File: config.mk
export PLATFORM = sky130hd
export DESIGN_NAME = xoac_top
export DESIGN_NICKNAME = d
export VERILOG_FILES = /design/src/shared/xoac_pkg.sv /design/src/hw/xoac_rc_trim.sv /design/src/hw/xoac_top.sv
export SDC_FILE = /design/constraint.sdc
export NUM_CORES = 1
export LEC_CHECK = 0
export ABC_CLOCK_PERIOD_IN_PS = 3300
export BUFFER_PORTS_ARGS = -buffer_cell sky130_fd_sc_hd__buf_2
export CAP_MARGIN = 20
export CORE_AREA = 2 2 177 127
export CTS_CLUSTER_DIAMETER = 80
export CTS_CLUSTER_SIZE = 25
export DETAILED_ROUTE_END_ITERATION = 12
export DIE_AREA = 0 0 179 129
export HOLD_SLACK_MARGIN = 0.1
export PLACE_DENSITY_LB_ADDON = 0.15
export SETUP_SLACK_MARGIN = 0.2
export SLEW_MARGIN = 20
export SYNTH_ARGS = -nofsm -noshare
export SYNTH_HDL_FRONTEND = slang
export SYNTH_HIERARCHICAL = 1
export SYNTH_SLANG_ARGS = --single-unit
File: constraint.sdc
create_clock -name clock -period 3.3 [get_ports clock]
set_clock_uncertainty 0.2 [all_clocks]
set_input_delay 0 -clock clock [delete_from_list [all_inputs] [get_ports clock]]
set_output_delay 0 -clock clock [all_outputs]
set_load 0.01 [all_outputs]
File: src/shared/xoac_pkg.sv
// constants and types shared by the crystal autostart oscillator control
package xoac_pkg;
   // energy modes reported by the energy-mode controller
   typedef enum logic [2:0] {
      EM_ACTIVE, EM_SLEEP, EM_DEEP_SLEEP, EM_STOP, EM_HIBERNATE, EM_SHUTOFF
   } xoac_em_type;
   // high-frequency source clock choices
   typedef enum logic [1:0] {
      SRC_HF_RC, SRC_FAST_XO, SRC_SLOW_XO, SRC_SLOW_RC
   } xoac_src_type;
   // fast crystal sequencer phases
   typedef enum logic [1:0] {
      XO_OFF, XO_STARTUP, XO_STEADY, XO_READY
   } xoac_xo_type;
   // timeout counter width
   localparam int TMO_W = 16;
   // interrupt flag bit positions
   localparam int FLAG_W = 4;
   localparam int FLAG_DIS_ERR = 0;
   localparam int FLAG_AUTO_SW = 1;
   localparam int FLAG_RC_DIS = 2;
   localparam int FLAG_UNIT_ERR = 3;
   // slow crystal control word: mode [1:0], timeout [5:2], gain [7:6]
   localparam int LF_W = 8;
   localparam int LF_MODE_LSB = 0;
   localparam int LF_TMO_LSB = 2;
   localparam int LF_GAIN_LSB = 6;
   localparam logic [1:0] LF_MODE_XTAL = 2'h0;
   localparam logic [1:0] LF_MODE_SINE = 2'h1; // ext_sine_bypass
   localparam logic [1:0] LF_MODE_SQUARE = 2'h2; // ext_square_bypass
   localparam logic [LF_W-1:0] LF_CTRL_RESET = 8'hFC; // max timeout, max gain
   // rc oscillator fields
   localparam int BAND_W = 3;
   localparam int COARSE_W = 7;
   localparam int FINE_W = 6;
   localparam int DIV_W = 2;
   localparam logic [BAND_W-1:0] BAND_1MHZ = 3'h0;
   localparam logic [BAND_W-1:0] BAND_19MHZ = 3'h4;
   localparam logic [BAND_W-1:0] BAND_48MHZ = 3'h7;
   localparam logic [DIV_W-1:0] DIV_BY1 = 2'h0;
   localparam logic [DIV_W-1:0] DIV_BY2 = 2'h1;
   localparam logic [DIV_W-1:0] DIV_BY4 = 2'h2;
endpackage : xoac_pkg

File: src/hw/xoac_rc_trim.sv
// tuning, band and output prescaler of one internal hf rc oscillator
`timescale 1ns/1ps
module xoac_rc_trim
   import xoac_pkg::*;
(
   input wire logic clock, // system clock
   input wire logic rst, // sync reset, active high
   input wire logic [COARSE_W-1:0] cal_coarse, // calibrated coarse for 19 MHz band
   input wire logic [FINE_W-1:0] cal_fine, // calibrated fine for 19 MHz band
   input wire logic wr, // control write strobe
   input wire logic [BAND_W-1:0] wr_band, // band_select_field
   input wire logic [COARSE_W-1:0] wr_coarse, // coarse tuning
   input wire logic [FINE_W-1:0] wr_fine, // fine_trim_field
   input wire logic wr_fine_en, // fine_trim_enable
   input wire logic [DIV_W-1:0] wr_div, // output_divide_field
   input wire logic run, // oscillator enabled
   output logic [BAND_W-1:0] band, // applied band
   output logic [COARSE_W-1:0] coarse, // applied coarse trim
   output logic [FINE_W-1:0] fine_eff, // fine trim seen by the core
   output logic fine_en, // fine trim enabled
   output logic [DIV_W-1:0] div, // applied prescaler setting
   output logic div_tick // one pulse per divided output period
);
   import xoac_pkg::*;

   typedef struct packed {
      logic [BAND_W-1:0] band;
      logic [COARSE_W-1:0] coarse;
      logic [FINE_W-1:0] fine;
      logic fine_en;
      logic [DIV_W-1:0] div;
      logic [1:0] cnt;
      logic tick;
   } xoac_rc_type;

   xoac_rc_type s_reg; // current state
   xoac_rc_type s_next; // next state

   // next state: field writes and prescaler counter
   always_comb
   begin
      s_next = s_reg;
      if (wr)
      begin
         s_next.band = wr_band;
         s_next.coarse = wr_coarse;
         s_next.fine = wr_fine;
         s_next.fine_en = wr_fine_en;
         s_next.div = wr_div;
      end
      // divide by 1, 2 or 4; unknown codes act as 1 so the clock never stops
      s_next.tick = 1'b0;
      if (!run)
         s_next.cnt = 2'h0;
      else
      begin
         s_next.cnt = s_reg.cnt + 2'h1;
         case (s_reg.div)
            DIV_BY2: s_next.tick = s_reg.cnt[0];
            DIV_BY4: s_next.tick = (s_reg.cnt == 2'h3);
            default: s_next.tick = 1'b1;
         endcase
      end
   end

   // register; reset loads the 19 MHz calibration
   always_ff @(posedge clock)
   begin
      if (rst)
      begin
         s_reg <= '0;
         s_reg.band <= BAND_19MHZ;
         s_reg.coarse <= cal_coarse;
         s_reg.fine <= cal_fine;
      end
      else
         s_reg <= s_next;
   end

   assign band = s_reg.band;
   // larger code means a slower oscillator, the analog core sees it as is
   assign coarse = s_reg.coarse;
   // fine trim only steers the core while enabled
   assign fine_eff = s_reg.fine_en ? s_reg.fine : '0;
   assign fine_en = s_reg.fine_en;
   assign div = s_reg.div;
   assign div_tick = s_reg.tick;
endmodule : xoac_rc_trim

File: src/hw/xoac_top.sv
// fast crystal autostart, source selection and oscillator control fields
//
// Function
// - auto enable fast crystal in active/sleep
// - auto select fast crystal when select bit set
// - refuse disable under auto enable, flag error
// - refuse deselect under auto select, flag error
// - refusals never set general unit error
// - hardware stops crystal only in low modes
// - auto select switches at once, unready
// - auto switch sets auto switch flag
// - then stop running hf rc, flag it
// - slow crystal left running by switch
// - slow crystal sine and square bypass modes
// - slow crystal config latched through hibernate
// - larger tuning value gives lower frequency
// - band select spans 1 to 48 MHz
// - reset loads 19 MHz calibrated tuning
// - fine trim acts only while enabled
// - rc prescaler divides by 1, 2, 4
// - reset, and wake without auto select, pick hf rc source
// - ready after startup plus steady timeout
`timescale 1ns/1ps
module xoac_top
   import xoac_pkg::*;
(
   input wire logic clock, // 50 MHz system clock
   input wire logic rst, // sync reset, active high
   input wire xoac_em_type energy_mode, // current energy mode
   input wire logic autostart_enable_bit, // auto enable in active/sleep
   input wire logic autostart_select_bit, // auto enable and select
   input wire logic fast_crystal_enable_cmd, // pulse: software enable
   input wire logic fast_crystal_disable_cmd, // pulse: software disable
   input wire logic rc_enable_cmd, // pulse: enable hf rc
   input wire logic rc_disable_cmd, // pulse: disable hf rc
   input wire logic src_select_cmd, // pulse: choose hf source
   input wire xoac_src_type src_select_val, // source to choose
   input wire logic [TMO_W-1:0] startup_timeout, // startup phase cycles
   input wire logic [TMO_W-1:0] steady_timeout, // steady phase cycles
   input wire logic [FLAG_W-1:0] flag_clear, // pulses: clear flags
   input wire logic slow_enable_cmd, // pulse: enable slow crystal
   input wire logic slow_disable_cmd, // pulse: disable slow crystal
   input wire logic slow_ctrl_wr, // slow crystal control write
   input wire logic [LF_W-1:0] slow_ctrl_wdata, // mode, timeout, gain
   input wire logic slow_retain, // keep slow crystal through hibernate
   input wire logic retention_unlatch_cmd, // pulse: release latched config
   input wire logic [COARSE_W-1:0] cal_coarse, // 19 MHz calibrated coarse
   input wire logic [FINE_W-1:0] cal_fine, // 19 MHz calibrated fine
   input wire logic rc_ctrl_wr, // hf rc control write
   input wire logic aux_ctrl_wr, // auxiliary rc control write
   input wire logic [BAND_W-1:0] rc_wr_band, // band_select_field
   input wire logic [COARSE_W-1:0] rc_wr_coarse, // coarse tuning
   input wire logic [FINE_W-1:0] rc_wr_fine, // fine_trim_field
   input wire logic rc_wr_fine_en, // fine_trim_enable
   input wire logic [DIV_W-1:0] rc_wr_div, // output_divide_field
   input wire logic aux_run, // auxiliary rc enabled
   output xoac_src_type hf_source_clock, // selected hf source
   output logic fast_crystal_on, // crystal enabled status
   output logic fast_crystal_ready, // crystal ready status
   output logic rc_on, // hf rc enabled status
   output logic slow_crystal_on, // slow crystal running
   output logic [FLAG_W-1:0] flags, // sticky interrupt flags
   output logic [LF_W-1:0] slow_ctrl, // control register view
   output logic [LF_W-1:0] slow_cfg_applied, // config driving the crystal
   output logic slow_latched, // retained config active
   output logic [BAND_W-1:0] rc_band, // hf rc band
   output logic [COARSE_W-1:0] rc_coarse, // hf rc coarse trim
   output logic [FINE_W-1:0] rc_fine, // hf rc effective fine trim
   output logic rc_fine_en, // hf rc fine trim enable
   output logic [DIV_W-1:0] rc_div, // hf rc prescaler
   output logic rc_tick, // hf rc divided clock tick
   output logic [BAND_W-1:0] aux_band, // aux rc band
   output logic [COARSE_W-1:0] aux_coarse, // aux rc coarse trim
   output logic [FINE_W-1:0] aux_fine, // aux rc effective fine trim
   output logic aux_fine_en, // aux rc fine trim enable
   output logic [DIV_W-1:0] aux_div, // aux rc prescaler
   output logic aux_tick // aux rc divided clock tick
);
   import xoac_pkg::*;

   // true in the two modes where the hf oscillators may run
   function automatic logic is_awake(input xoac_em_type m);
      is_awake = (m == EM_ACTIVE) || (m == EM_SLEEP);
   endfunction : is_awake

   typedef struct packed {
      logic xo_en; // crystal enable
      xoac_xo_type phase; // startup sequencer phase
      logic [TMO_W-1:0] cnt; // phase counter
      xoac_src_type src; // hf source
      logic rc_en; // hf rc enable
      logic [FLAG_W-1:0] flags; // sticky flags
      logic awake; // previous cycle was awake
      logic lf_en; // slow crystal enable
      logic [LF_W-1:0] lf_ctrl; // slow crystal control register
      logic [LF_W-1:0] lf_held; // retained config
      logic lf_latched; // retained config in use
   } xoac_state_type;

   xoac_state_type s_reg; // current state
   xoac_state_type s_next; // next state

   logic awake; // active or sleep now
   logic auto_en; // automatic enable condition
   logic auto_sel; // automatic select condition
   logic [FLAG_W-1:0] set_f; // flag set events this cycle

   // automatic conditions, decoded straight from mode and bits
   always_comb
   begin
      awake = is_awake(energy_mode);
      auto_en = awake && (autostart_enable_bit || autostart_select_bit);
      auto_sel = awake && autostart_select_bit;
   end

   // next state of the whole controller
   always_comb
   begin
      s_next = s_reg;
      set_f = '0;
      s_next.awake = awake;

      // software crystal commands
      if (fast_crystal_enable_cmd)
         s_next.xo_en = 1'b1;
      if (fast_crystal_disable_cmd)
      begin
         if (auto_en)
            set_f[FLAG_DIS_ERR] = 1'b1;
         else
            s_next.xo_en = 1'b0;
      end

      // software rc commands
      if (rc_enable_cmd)
         s_next.rc_en = 1'b1;
      if (rc_disable_cmd)
         s_next.rc_en = 1'b0;

      // software source selection
      if (src_select_cmd)
      begin
         if (auto_sel && (src_select_val != SRC_FAST_XO))
            set_f[FLAG_DIS_ERR] = 1'b1;
         else
         begin
            s_next.src = src_select_val;
            // choosing a stopped oscillator stalls the clock tree
            case (src_select_val)
               SRC_FAST_XO: set_f[FLAG_UNIT_ERR] = !s_next.xo_en;
               SRC_HF_RC: set_f[FLAG_UNIT_ERR] = !s_next.rc_en;
               SRC_SLOW_XO: set_f[FLAG_UNIT_ERR] = !s_reg.lf_en;
               default: set_f[FLAG_UNIT_ERR] = 1'b0;
            endcase
         end
      end

      // automatic enable starts the normal sequence below
      if (auto_en)
         s_next.xo_en = 1'b1;

      // wake into active/sleep restarts on the hf rc unless auto select switches it below
      if (awake && !s_reg.awake)
      begin
         s_next.rc_en = 1'b1;
         s_next.src = SRC_HF_RC;
      end

      // automatic select switches immediately, ready or not
      if (auto_sel)
      begin
         if (s_next.src != SRC_FAST_XO)
            set_f[FLAG_AUTO_SW] = 1'b1;
         s_next.src = SRC_FAST_XO;
         // the slow crystal enable is not touched here
         if (s_reg.rc_en && (s_reg.src == SRC_FAST_XO) && s_reg.xo_en)
         begin
            s_next.rc_en = 1'b0;
            set_f[FLAG_RC_DIS] = 1'b1;
         end
      end

      // low modes: the hardware stops both hf oscillators here, the crystal only here
      if (!awake)
      begin
         s_next.xo_en = 1'b0;
         s_next.rc_en = 1'b0;
      end

      // crystal startup then steady timeout before ready
      if (!s_next.xo_en)
      begin
         s_next.phase = XO_OFF;
         s_next.cnt = '0;
      end
      else
      begin
         case (s_reg.phase)
            XO_OFF:
            begin
               s_next.phase = XO_STARTUP;
               s_next.cnt = '0;
            end
            XO_STARTUP:
               if (s_reg.cnt >= startup_timeout)
               begin
                  s_next.phase = XO_STEADY;
                  s_next.cnt = '0;
               end
               else
                  s_next.cnt = s_reg.cnt + 1'b1;
            XO_STEADY:
               if (s_reg.cnt >= steady_timeout)
                  s_next.phase = XO_READY;
               else
                  s_next.cnt = s_reg.cnt + 1'b1;
            default:
               s_next.phase = XO_READY;
         endcase
      end

      // sticky flags: a set in the clearing cycle wins
      s_next.flags = (s_reg.flags & ~flag_clear) | set_f;

      // slow crystal commands and control register
      if (slow_enable_cmd)
         s_next.lf_en = 1'b1;
      if (slow_disable_cmd)
         s_next.lf_en = 1'b0;
      if (slow_ctrl_wr)
         s_next.lf_ctrl = slow_ctrl_wdata;
      if (retention_unlatch_cmd)
         s_next.lf_latched = 1'b0;

      // hibernate/shutoff: register resets, retained config is held
      if ((energy_mode == EM_HIBERNATE) || (energy_mode == EM_SHUTOFF))
      begin
         if (!s_reg.lf_latched)
            s_next.lf_held = s_reg.lf_ctrl;
         s_next.lf_latched = slow_retain && s_reg.lf_en;
         s_next.lf_en = slow_retain && s_reg.lf_en;
         s_next.lf_ctrl = LF_CTRL_RESET;
      end
      else if (energy_mode == EM_STOP)
         s_next.lf_en = 1'b0; // slow oscillators off in stop by definition
   end

   // one register for all controller state
   always_ff @(posedge clock)
   begin
      if (rst)
      begin
         s_reg <= '0;
         s_reg.src <= SRC_HF_RC;
         s_reg.rc_en <= 1'b1;
         s_reg.phase <= XO_OFF;
         s_reg.awake <= 1'b1;
         s_reg.lf_ctrl <= LF_CTRL_RESET;
      end
      else
         s_reg <= s_next;
   end

   // status outputs, all straight from the register
   assign hf_source_clock = s_reg.src;
   assign fast_crystal_on = s_reg.xo_en;
   assign fast_crystal_ready = (s_reg.phase == XO_READY);
   assign rc_on = s_reg.rc_en;
   assign slow_crystal_on = s_reg.lf_en;
   assign flags = s_reg.flags;
   assign slow_ctrl = s_reg.lf_ctrl;
   // software may rewrite a short timeout before unlatching
   assign slow_cfg_applied = s_reg.lf_latched ? s_reg.lf_held : s_reg.lf_ctrl;
   assign slow_latched = s_reg.lf_latched;

   // hf rc trim, runs while enabled
   xoac_rc_trim u_rc (
      .clock(clock),
      .rst(rst),
      .cal_coarse(cal_coarse),
      .cal_fine(cal_fine),
      .wr(rc_ctrl_wr),
      .wr_band(rc_wr_band),
      .wr_coarse(rc_wr_coarse),
      .wr_fine(rc_wr_fine),
      .wr_fine_en(rc_wr_fine_en),
      .wr_div(rc_wr_div),
      .run(s_reg.rc_en),
      .band(rc_band),
      .coarse(rc_coarse),
      .fine_eff(rc_fine),
      .fine_en(rc_fine_en),
      .div(rc_div),
      .div_tick(rc_tick)
   );

   // auxiliary rc trim, shares the calibration and write data
   xoac_rc_trim u_aux (
      .clock(clock),
      .rst(rst),
      .cal_coarse(cal_coarse),
      .cal_fine(cal_fine),
      .wr(aux_ctrl_wr),
      .wr_band(rc_wr_band),
      .wr_coarse(rc_wr_coarse),
      .wr_fine(rc_wr_fine),
      .wr_fine_en(rc_wr_fine_en),
      .wr_div(rc_wr_div),
      .run(aux_run),
      .band(aux_band),
      .coarse(aux_coarse),
      .fine_eff(aux_fine),
      .fine_en(aux_fine_en),
      .div(aux_div),
      .div_tick(aux_tick)
   );
endmodule : xoac_top

# Word-level counts from Yosys, hierarchy flattened
# Index checks and enable logic that the tools add are counted.
# totals
in_bits	98
word_cells	135
regBits	89
out_inout_bits	67
# op_classes
n_addsub	3
reduce_logical	29
eq_ne	21
bitwise_logic	6
n_mux	48
magnitude_cmp	2
# ops
op	n
$mux 16	4
$pmux 16 s3	1
$mux 19	2
$ge 16x16->1	2
$mux 1	25
$add 16x1->16 const B	1
$mux 2	8
$eq 2x2->1 const B	7
$mux 6	2
$eq 2x1->1 const B	5
$reduce_or 2->1	5
$mux 8	1
$logic_and 1x1->1	7
$eq 3x3->1 const B	2
$ne 2x2->1 const B	3
$pmux 2 s3	1
$reduce_bool 2->1	3
$add 2x1->2 const B	2
$and 4x4->4	1
$logic_not 1->1	4
$logic_not 2->1	2
$ne 2x1->1 const B	2
$not 4->4	1
$or 4x4->4	1
11 further kinds	17

# Longest topological paths before layout
# Gate-level depths: netlist of run 1.
# logic_depth
ltp_word	11
ltp_mapped	9
ltp_nobuf	8

# Modules after synthesis
# Netlist of run 1, hierarchy kept.
# by_module_without_submodules
mod	area_each_um2	instances	seq_area_each_um2	cells_each
xoac_top	3249.4	1	900.9	387
xoac_rc_trim	1016.0	2	570.5	86

# Least setup slack after synthesis of run 1
# Ideal clock, no wire load.
# synth_path
kind	reg2reg
from	register s_reg[26] (netlist name)
to	register s_reg[31] (netlist name)
arrival_time_ns	2.071
slack_ns	0.955
synth_period_minus_slack_ns	2.345
setup_ns	0.074
path_buffers	1
t_required_ns	3.026
stages_incl_launch_ff	10
cell_sequence	dfxtp_1 inv_1 ha_1 nand2b_4 a2111oi_4 a2111oi_2 o41ai_4 buf_6 o211ai_1 a31oi_1
# synth_via
elab_chain_len	3
elab_cells_between_ends	8
cone_classes	add/sub (1); order compare (2); eq/ne (1); mux (3); reduce/logical (1)
# synth_rtl
element	line	rtl
start, declared	xoac_top.sv:100	xoac_state_type s_reg;
start signal, assigned	xoac_top.sv:261	s_reg <= s_next;
$add 16x1->16, or another cell as far along	xoac_top.sv:211, xoac_top.sv:216	
$mux 16, or another cell as far along	xoac_top.sv:213	if (s_reg.cnt >= steady_timeout)
$pmux 16 s3 or $reduce_and 2->1 (tied branches)	--	
# Several ways; a longest one is shown, not always the timed one. The select of a mux whose other input is x is not followed.
# A chain may end at the register's enable or synchronous reset.

# Final worst setup path of run 1
# layout_path
from	register s_reg[26] (netlist name)
to	register s_reg[32] (netlist name)
# Same word-level chain as after synthesis.

==> results of run 1 <==
worst max-delay path, stage by stage, from the launching register on:
cell,delay (ns)
dfxtp_1,0.39
inv_1,0.10
ha_1,0.27
nand2b_1,0.13
a21o_1,0.18
a31oi_1,0.38
o211a_1,0.49
o21ai_2,0.21
o22ai_1,0.16
cell usage after synthesis, types with 2 or more instances:
| library cell | n |
|---|---|
| buf_2 | 4 |
| nand4_1 | 6 |
| or3_1 | 7 |
| a211oi_1 | 2 |
| a221oi_1 | 2 |
| inv_1 | 45 |
| dfxtp_1 | 63 |
| nand2_1 | 39 |
| nand3_1 | 17 |
| a311oi_1 | 2 |
| o211ai_1 | 11 |
| or2_1 | 2 |
| a211o_1 | 2 |
| buf_6 | 2 |
| a21o_2 | 3 |
| buf_1 | 2 |
| mux2i_1 | 29 |
| o21ai_1 | 5 |
| a22o_1 | 22 |
| a21o_1 | 2 |
| a31oi_1 | 9 |
| buf_4 | 42 |
| ha_1 | 45 |
| a22oi_1 | 8 |
| nor2_1 | 43 |
| edfxtp_1 | 26 |
| nor2b_1 | 8 |
| nand2b_1 | 9 |
| clkbuf_1 | 10 |
| o22ai_1 | 9 |
| a21oi_2 | 2 |
| o21a_1 | 2 |
| mux2_2 | 8 |
| nor3_1 | 8 |
| a21oi_1 | 13 |
| o21ai_0 | 6 |
| or2_2 | 3 |
| and2_1 | 13 |
report_power, final:
group | total [mW] | leakage [nW] | switching [mW] | internal [mW]
clock network | 1.02 | 0.139 | 0.490 | 0.532
registers | 1.23 | 0.788 | 0.0334 | 1.20
logic | 0.480 | 2.40 | 0.227 | 0.254
per-layer routing:
layer	routed length [um]	vias up	track usage, %	part of all wire, %
met5	0	-	0	0
li1	-	2387	-	-
met3	921	7	2.72	6.0
met1	7290	2303	19.0	47
met4	97	0	2.82	0.63
met2	7150	128	21.1	46
metrics by stage:
stage	setup WS (ns)	utilization (%)
after floorplan	0.955	-
after global placement	0.809	28.5
after detailed placement	0.725	28.5
final	0.718	34.3
after CTS	0.704	34.3
after global routing	0.451	34.3
cells by family after synthesis:
kind of cell / Yosys count / share of synthesized area [%]
flip-flops: 89 / 38.7
buffers and inverters: 107 / 11.0
multiplexers: 37 / 7.20
AO/OA/AOI/OAI: 113 / 16.5
AND/OR/NAND/NOR: 168 / 16.0
adder cells (fa/ha/maj): 45 / 10.7
how the worst min path moves through the flow:
stage                     slack, ns       endpoint  depth (start not counted)
after floorplan               -0.10  u_aux/band[2]                          1
after detailed placement       0.02   slow_ctrl[4]                          3
after global placement         0.02   slow_ctrl[2]                          3
after global routing           0.15      s_reg[26]                          5
final                           0.1      s_reg[26]                          5
after CTS                      0.10      s_reg[27]                          5
cell type report:
class                           count  area [um^2]
Clock inverter                      7         71.3
Sequential cell                    89         2040
Clock buffer                        9          225
Tap cell                          282          353
Multi-Input combinational cell    363         2660
Timing Repair Buffer              264         1810
Fill cell                        2229        14000
Inverter                           46          173
timing repair:
item | in CTS | in global routing
gates resized for setup | 0 | 0
endpoints found under the hold margin | 63 | 0
hold buffers | 94 | 0
==> impl_metrics.ini, run 1 <==
[grt]
grt_pass1_wl_um = 24500
grt_pass1_vias = 4751
grt_max_degree = 41
grt_usage_pct = 13.4
grt_overflow_total = 0
grt_antenna_before_repair = 0

[worst_setup_path]
reg2reg_depth = 8
critPathKind = flop to flop
startpoint = s_reg[26]
cp.arrival_ns = 2.64
startpoint_type = flop
crit_end = s_reg[32]
r2r_slack_ns = 0.72
reg2reg_to = s_reg[32]
crit_required_ns = 3.36
cp_max_fo = 10
crit_path_end_kind = flop
reg2reg_from = s_reg[26]

[flow_run]
maxCapViolCount = 0

[yosys]
syn_area_per_cell_um2 = 9.45
synth_edf_count = 26
yosys_most_used_dff = dfxtp_1
ys_ff_latch = 89
synth_cells = 559
yosysWarnings = 6
ys_seq_area_share_pct = 38.7
syn-num-nets = 702
synth_area_leaders = dfxtp_1 24%, edfxtp_1 15%, ha_1 11%
synth_top_area_share_pct = 23.9
syn-cell-area_um2 = 5280
ys_types = 66
synth_area_leader_cell = dfxtp_1
ys_async_sr_fraction_pct = 0

[detailed_routing]
vias_per_cell = 4.55
wire_per_inst_um = 14.6
drtIter0Drc = 208
wirelength_um = 15500
first_pass_iters = 4
drc = 0
dr_total_vias = 4825
drtAntennaViolNets = 0

[floorplan]
num_io_pins = 165
die_h_um = 129
core_um2 = 21300
placementRows = 45
dieArea_um2 = 23100
die_w_um = 179
start_util_pct = 24.7

[timing]
rsz0062_at_grt = no
hold_viol_final = 0
setup_viol = 0
slew_headroom_pct = 35.0
period_minus_slack_ns = 2.58
fin_hold_ws_ns = 0.0973
min_period_over_period_pct = 78.2
slew_violations = 0
finalSetupTns_ns = 0
tightest_slew_ns = 0.973
max_freq_mhz = 387

[clock_network]
h-tree-depth = 3
cts_setup_buffers = 0
cts_inserted_buffers = 9
clk_latency_ns = 0.34
path_clk_slew_ns = 0.07
clock_path_buffers = 2
clock-root-buffer = clkbuf_16
clock_sinks = 89
cts_tree = built

[place]
io_buffer_count = 164
dp.cells = 950
hpwl_um = 11200
gp_congestion = 0.783
place_area_um2 = 6090

[worst_hold_path]
timing.hold.worst.class = input port to flop
worstHoldStart = fast_crystal_disable_cmd

[finish]
syn_to_final_growth_pct = 38.8
antenna_cells = 0
nets = 916
layout_commonest_cell = buf_2
drive_above_1_share_pct = 27.5
stdcell_area_um2 = 7330
mostFrequentLayoutCells = 164 x buf_2, 94 x dlygate4sd3_1, 63 x dfxtp_1
largest_reg_flops = 27
fin_cells = 1060

[pwr]
p_per_area_nw_per_um2 = 373
p_leak_nw = 3.33
p_total_mw = 2.73
ir_drop_uv = 236

[status]
status = finished clean
Note: power is estimated with default switching activity, not from simulation.
==> run 2, diff against run 1 <==
- ABC_CLOCK_PERIOD_IN_PS: 3300 -> 2300
- clock period: 3.3 -> 2.3 ns (I/O delays scaled with it)
==> run 2 against run 1 <==
Against the previous run:
- the flow now finishes with violations (setup timing)
- flip-flop and latch count is the same
- global-route usage grew 0.99 points
- via count grew 2.6%
- register-to-register slack lost 0.82 ns
- core utilization grew 3.1 points
- total power grew 46%
- sequential power grew 43%
- first-iteration DRC count grew 13%
- wire length grew 8.6%
- fmax grew 7.5%
- critical endpoint is now s_reg[37]
- largest cell class unchanged
- largest power group unchanged
==> impl_metrics.ini, run 2 (synthesis results as in run 1) <==
[clock_network]
clk_latency_ns = 0.35
hold_buffers = 94
clock-root-buffer = clkbuf_16
cts_tree = built
cts_inserted_buffers = 9
path_clk_slew_ns = 0.07
clock_sinks = 89
h-tree-depth = 3
clock_path_buffers = 2

[worst_hold_path]
min_path_cells = 4
timing.hold.worst.class = input port to flop

[place]
hpwl_um = 11600
gp_congestion = 0.806
dp_slack_ns = -0.201
io_buffer_count = 164

[timing]
tightest_slew_ns = 0.658
min_period_over_period_pct = 104
period_minus_slack_ns = 2.40
worst_slack_ns = -0.102
slew_headroom_pct = 55.5
rsz0062_at_grt = yes
hold_viol_final = 0
setup_viol = 18
slew_violations = 0
max_freq_mhz = 416

[grt]
grt_usage_pct = 14.4
grt_max_degree = 34
grt_pass1_vias = 5018
grt_antenna_before_repair = 0
grt_pass1_wl_um = 25900
grt_overflow_total = 0

[status]
violations = setup timing
status = finished, violations left

[worst_setup_path]
crit_required_ns = 2.36
startpoint_type = flop
cp.arrival_ns = 2.46
critPathKind = flop to flop
cp_max_fo = 6
crit_path_end_kind = flop
reg2reg_depth = 10

[finish]
largest_reg_flops = 27
nets = 957
antenna_cells = 0
layout_commonest_cell = buf_2
final_util_pct = 37.5
n_fill_cell = 2129
syn_to_final_growth_pct = 51.4
mostFrequentLayoutCells = 164 x buf_2, 93 x dlygate4sd3_1, 54 x dfxtp_1
drive_above_1_share_pct = 35.8

[pwr]
ir_drop_uv = 315
p_per_area_nw_per_um2 = 499
p_leak_nw = 3.58

[detailed_routing]
vias_per_cell = 4.50
drtAntennaViolNets = 0
dr_total_vias = 4951
first_pass_iters = 4
wire_per_inst_um = 15.2
drc = 0
wirelength_um = 16800
drtIter0Drc = 235

[flow_run]
maxCapViolCount = 0

[floorplan]
die_h_um = 129
start_util_pct = 24.7
dieArea_um2 = 23100
placementRows = 45
core_um2 = 21300
num_io_pins = 165
die_w_um = 179
[run 2: timing repair]
item | in CTS | in global routing
pin swaps | 14 | 11
setup buffers | 5 | 4
gates cloned | 3 | 2
endpoints found under the hold margin | 70 | 3
setup endpoints to repair | 18 | 21
gates resized for setup | 24 | 17
[run 2: through the flow]
| step | cell area [um^2] | power [mW] | instances | TNS [ns] | hold slack (ns) |
|---|---|---|---|---|---|
| after floorplan | 5330 | 2.17 | 559 | -0.0753 | -0.101 |
| after CTS | 7860 | 4.04 | 1096 | -1.85 | 0.145 |
| after detailed placement | 6370 | 2.37 | 978 | -2.34 | 0.0231 |
| after global placement | 6370 | 2.36 | 978 | -1.54 | 0.0244 |
| final | 8000 | 3.99 | 1101 | -1.36 | 0.0381 |
| after global routing | 8000 | 4.19 | 1101 | -3.09 | 0.0785 |
[run 2: critical path: stages (launching register included)]
cell and delay [ns]:
dfxtp_1 0.33, buf_4 0.16, ha_1 0.26, and2_2 0.19
nand4_4 0.12, o211ai_2 0.11, o41ai_4 0.39, buf_6 0.19
buf_12 0.13, o211ai_1 0.10, a31oi_1 0.15
[run 2: where the power goes]
| group | total (mW) | switching (mW) | internal (mW) |
|---|---|---|---|
| registers | 1.76 | 0.0450 | 1.72 |
| logic | 0.747 | 0.354 | 0.394 |
| clock network | 1.48 | 0.717 | 0.763 |
| total | 3.99 | 1.12 | 2.87 |
[run 2: layout make-up]
| cell class | count | area (um^2) | area share [%] |
|---|---|---|---|
| inverter | 46 | 173 | 2.16 |
| tap | 282 | 353 | 4.41 |
| clock buffer | 9 | 225 | 2.82 |
| multi-input combinational | 363 | 2920 | 36.5 |
| timing repair buffer | 305 | 2210 | 27.6 |
| clock inverter | 7 | 68.8 | 0.860 |
| sequential | 89 | 2050 | 25.7 |
[run 2: metal layers]
layer | track usage, % | up-vias | part of all wire [%]
met3 | 3.04 | 9 | 6.0
met5 | 0 | - | 0
li1 | - | 2463 | -
met4 | 3.25 | 0 | 0.77
met2 | 23.5 | 130 | 46
met1 | 19.5 | 2349 | 47
[run 2: path summary, 6_finish.rpt]
check	start	slack, ns	endpoint
setup / recovery	s_reg[36]	-0.10	s_reg[37]
hold reg to reg	u_aux/s_reg[1]	0.25	u_aux/s_reg[1]
setup reg to reg	s_reg[36]	-0.10	s_reg[37]
hold / removal	fast_crystal_disable_cmd	0.04	s_reg[26]
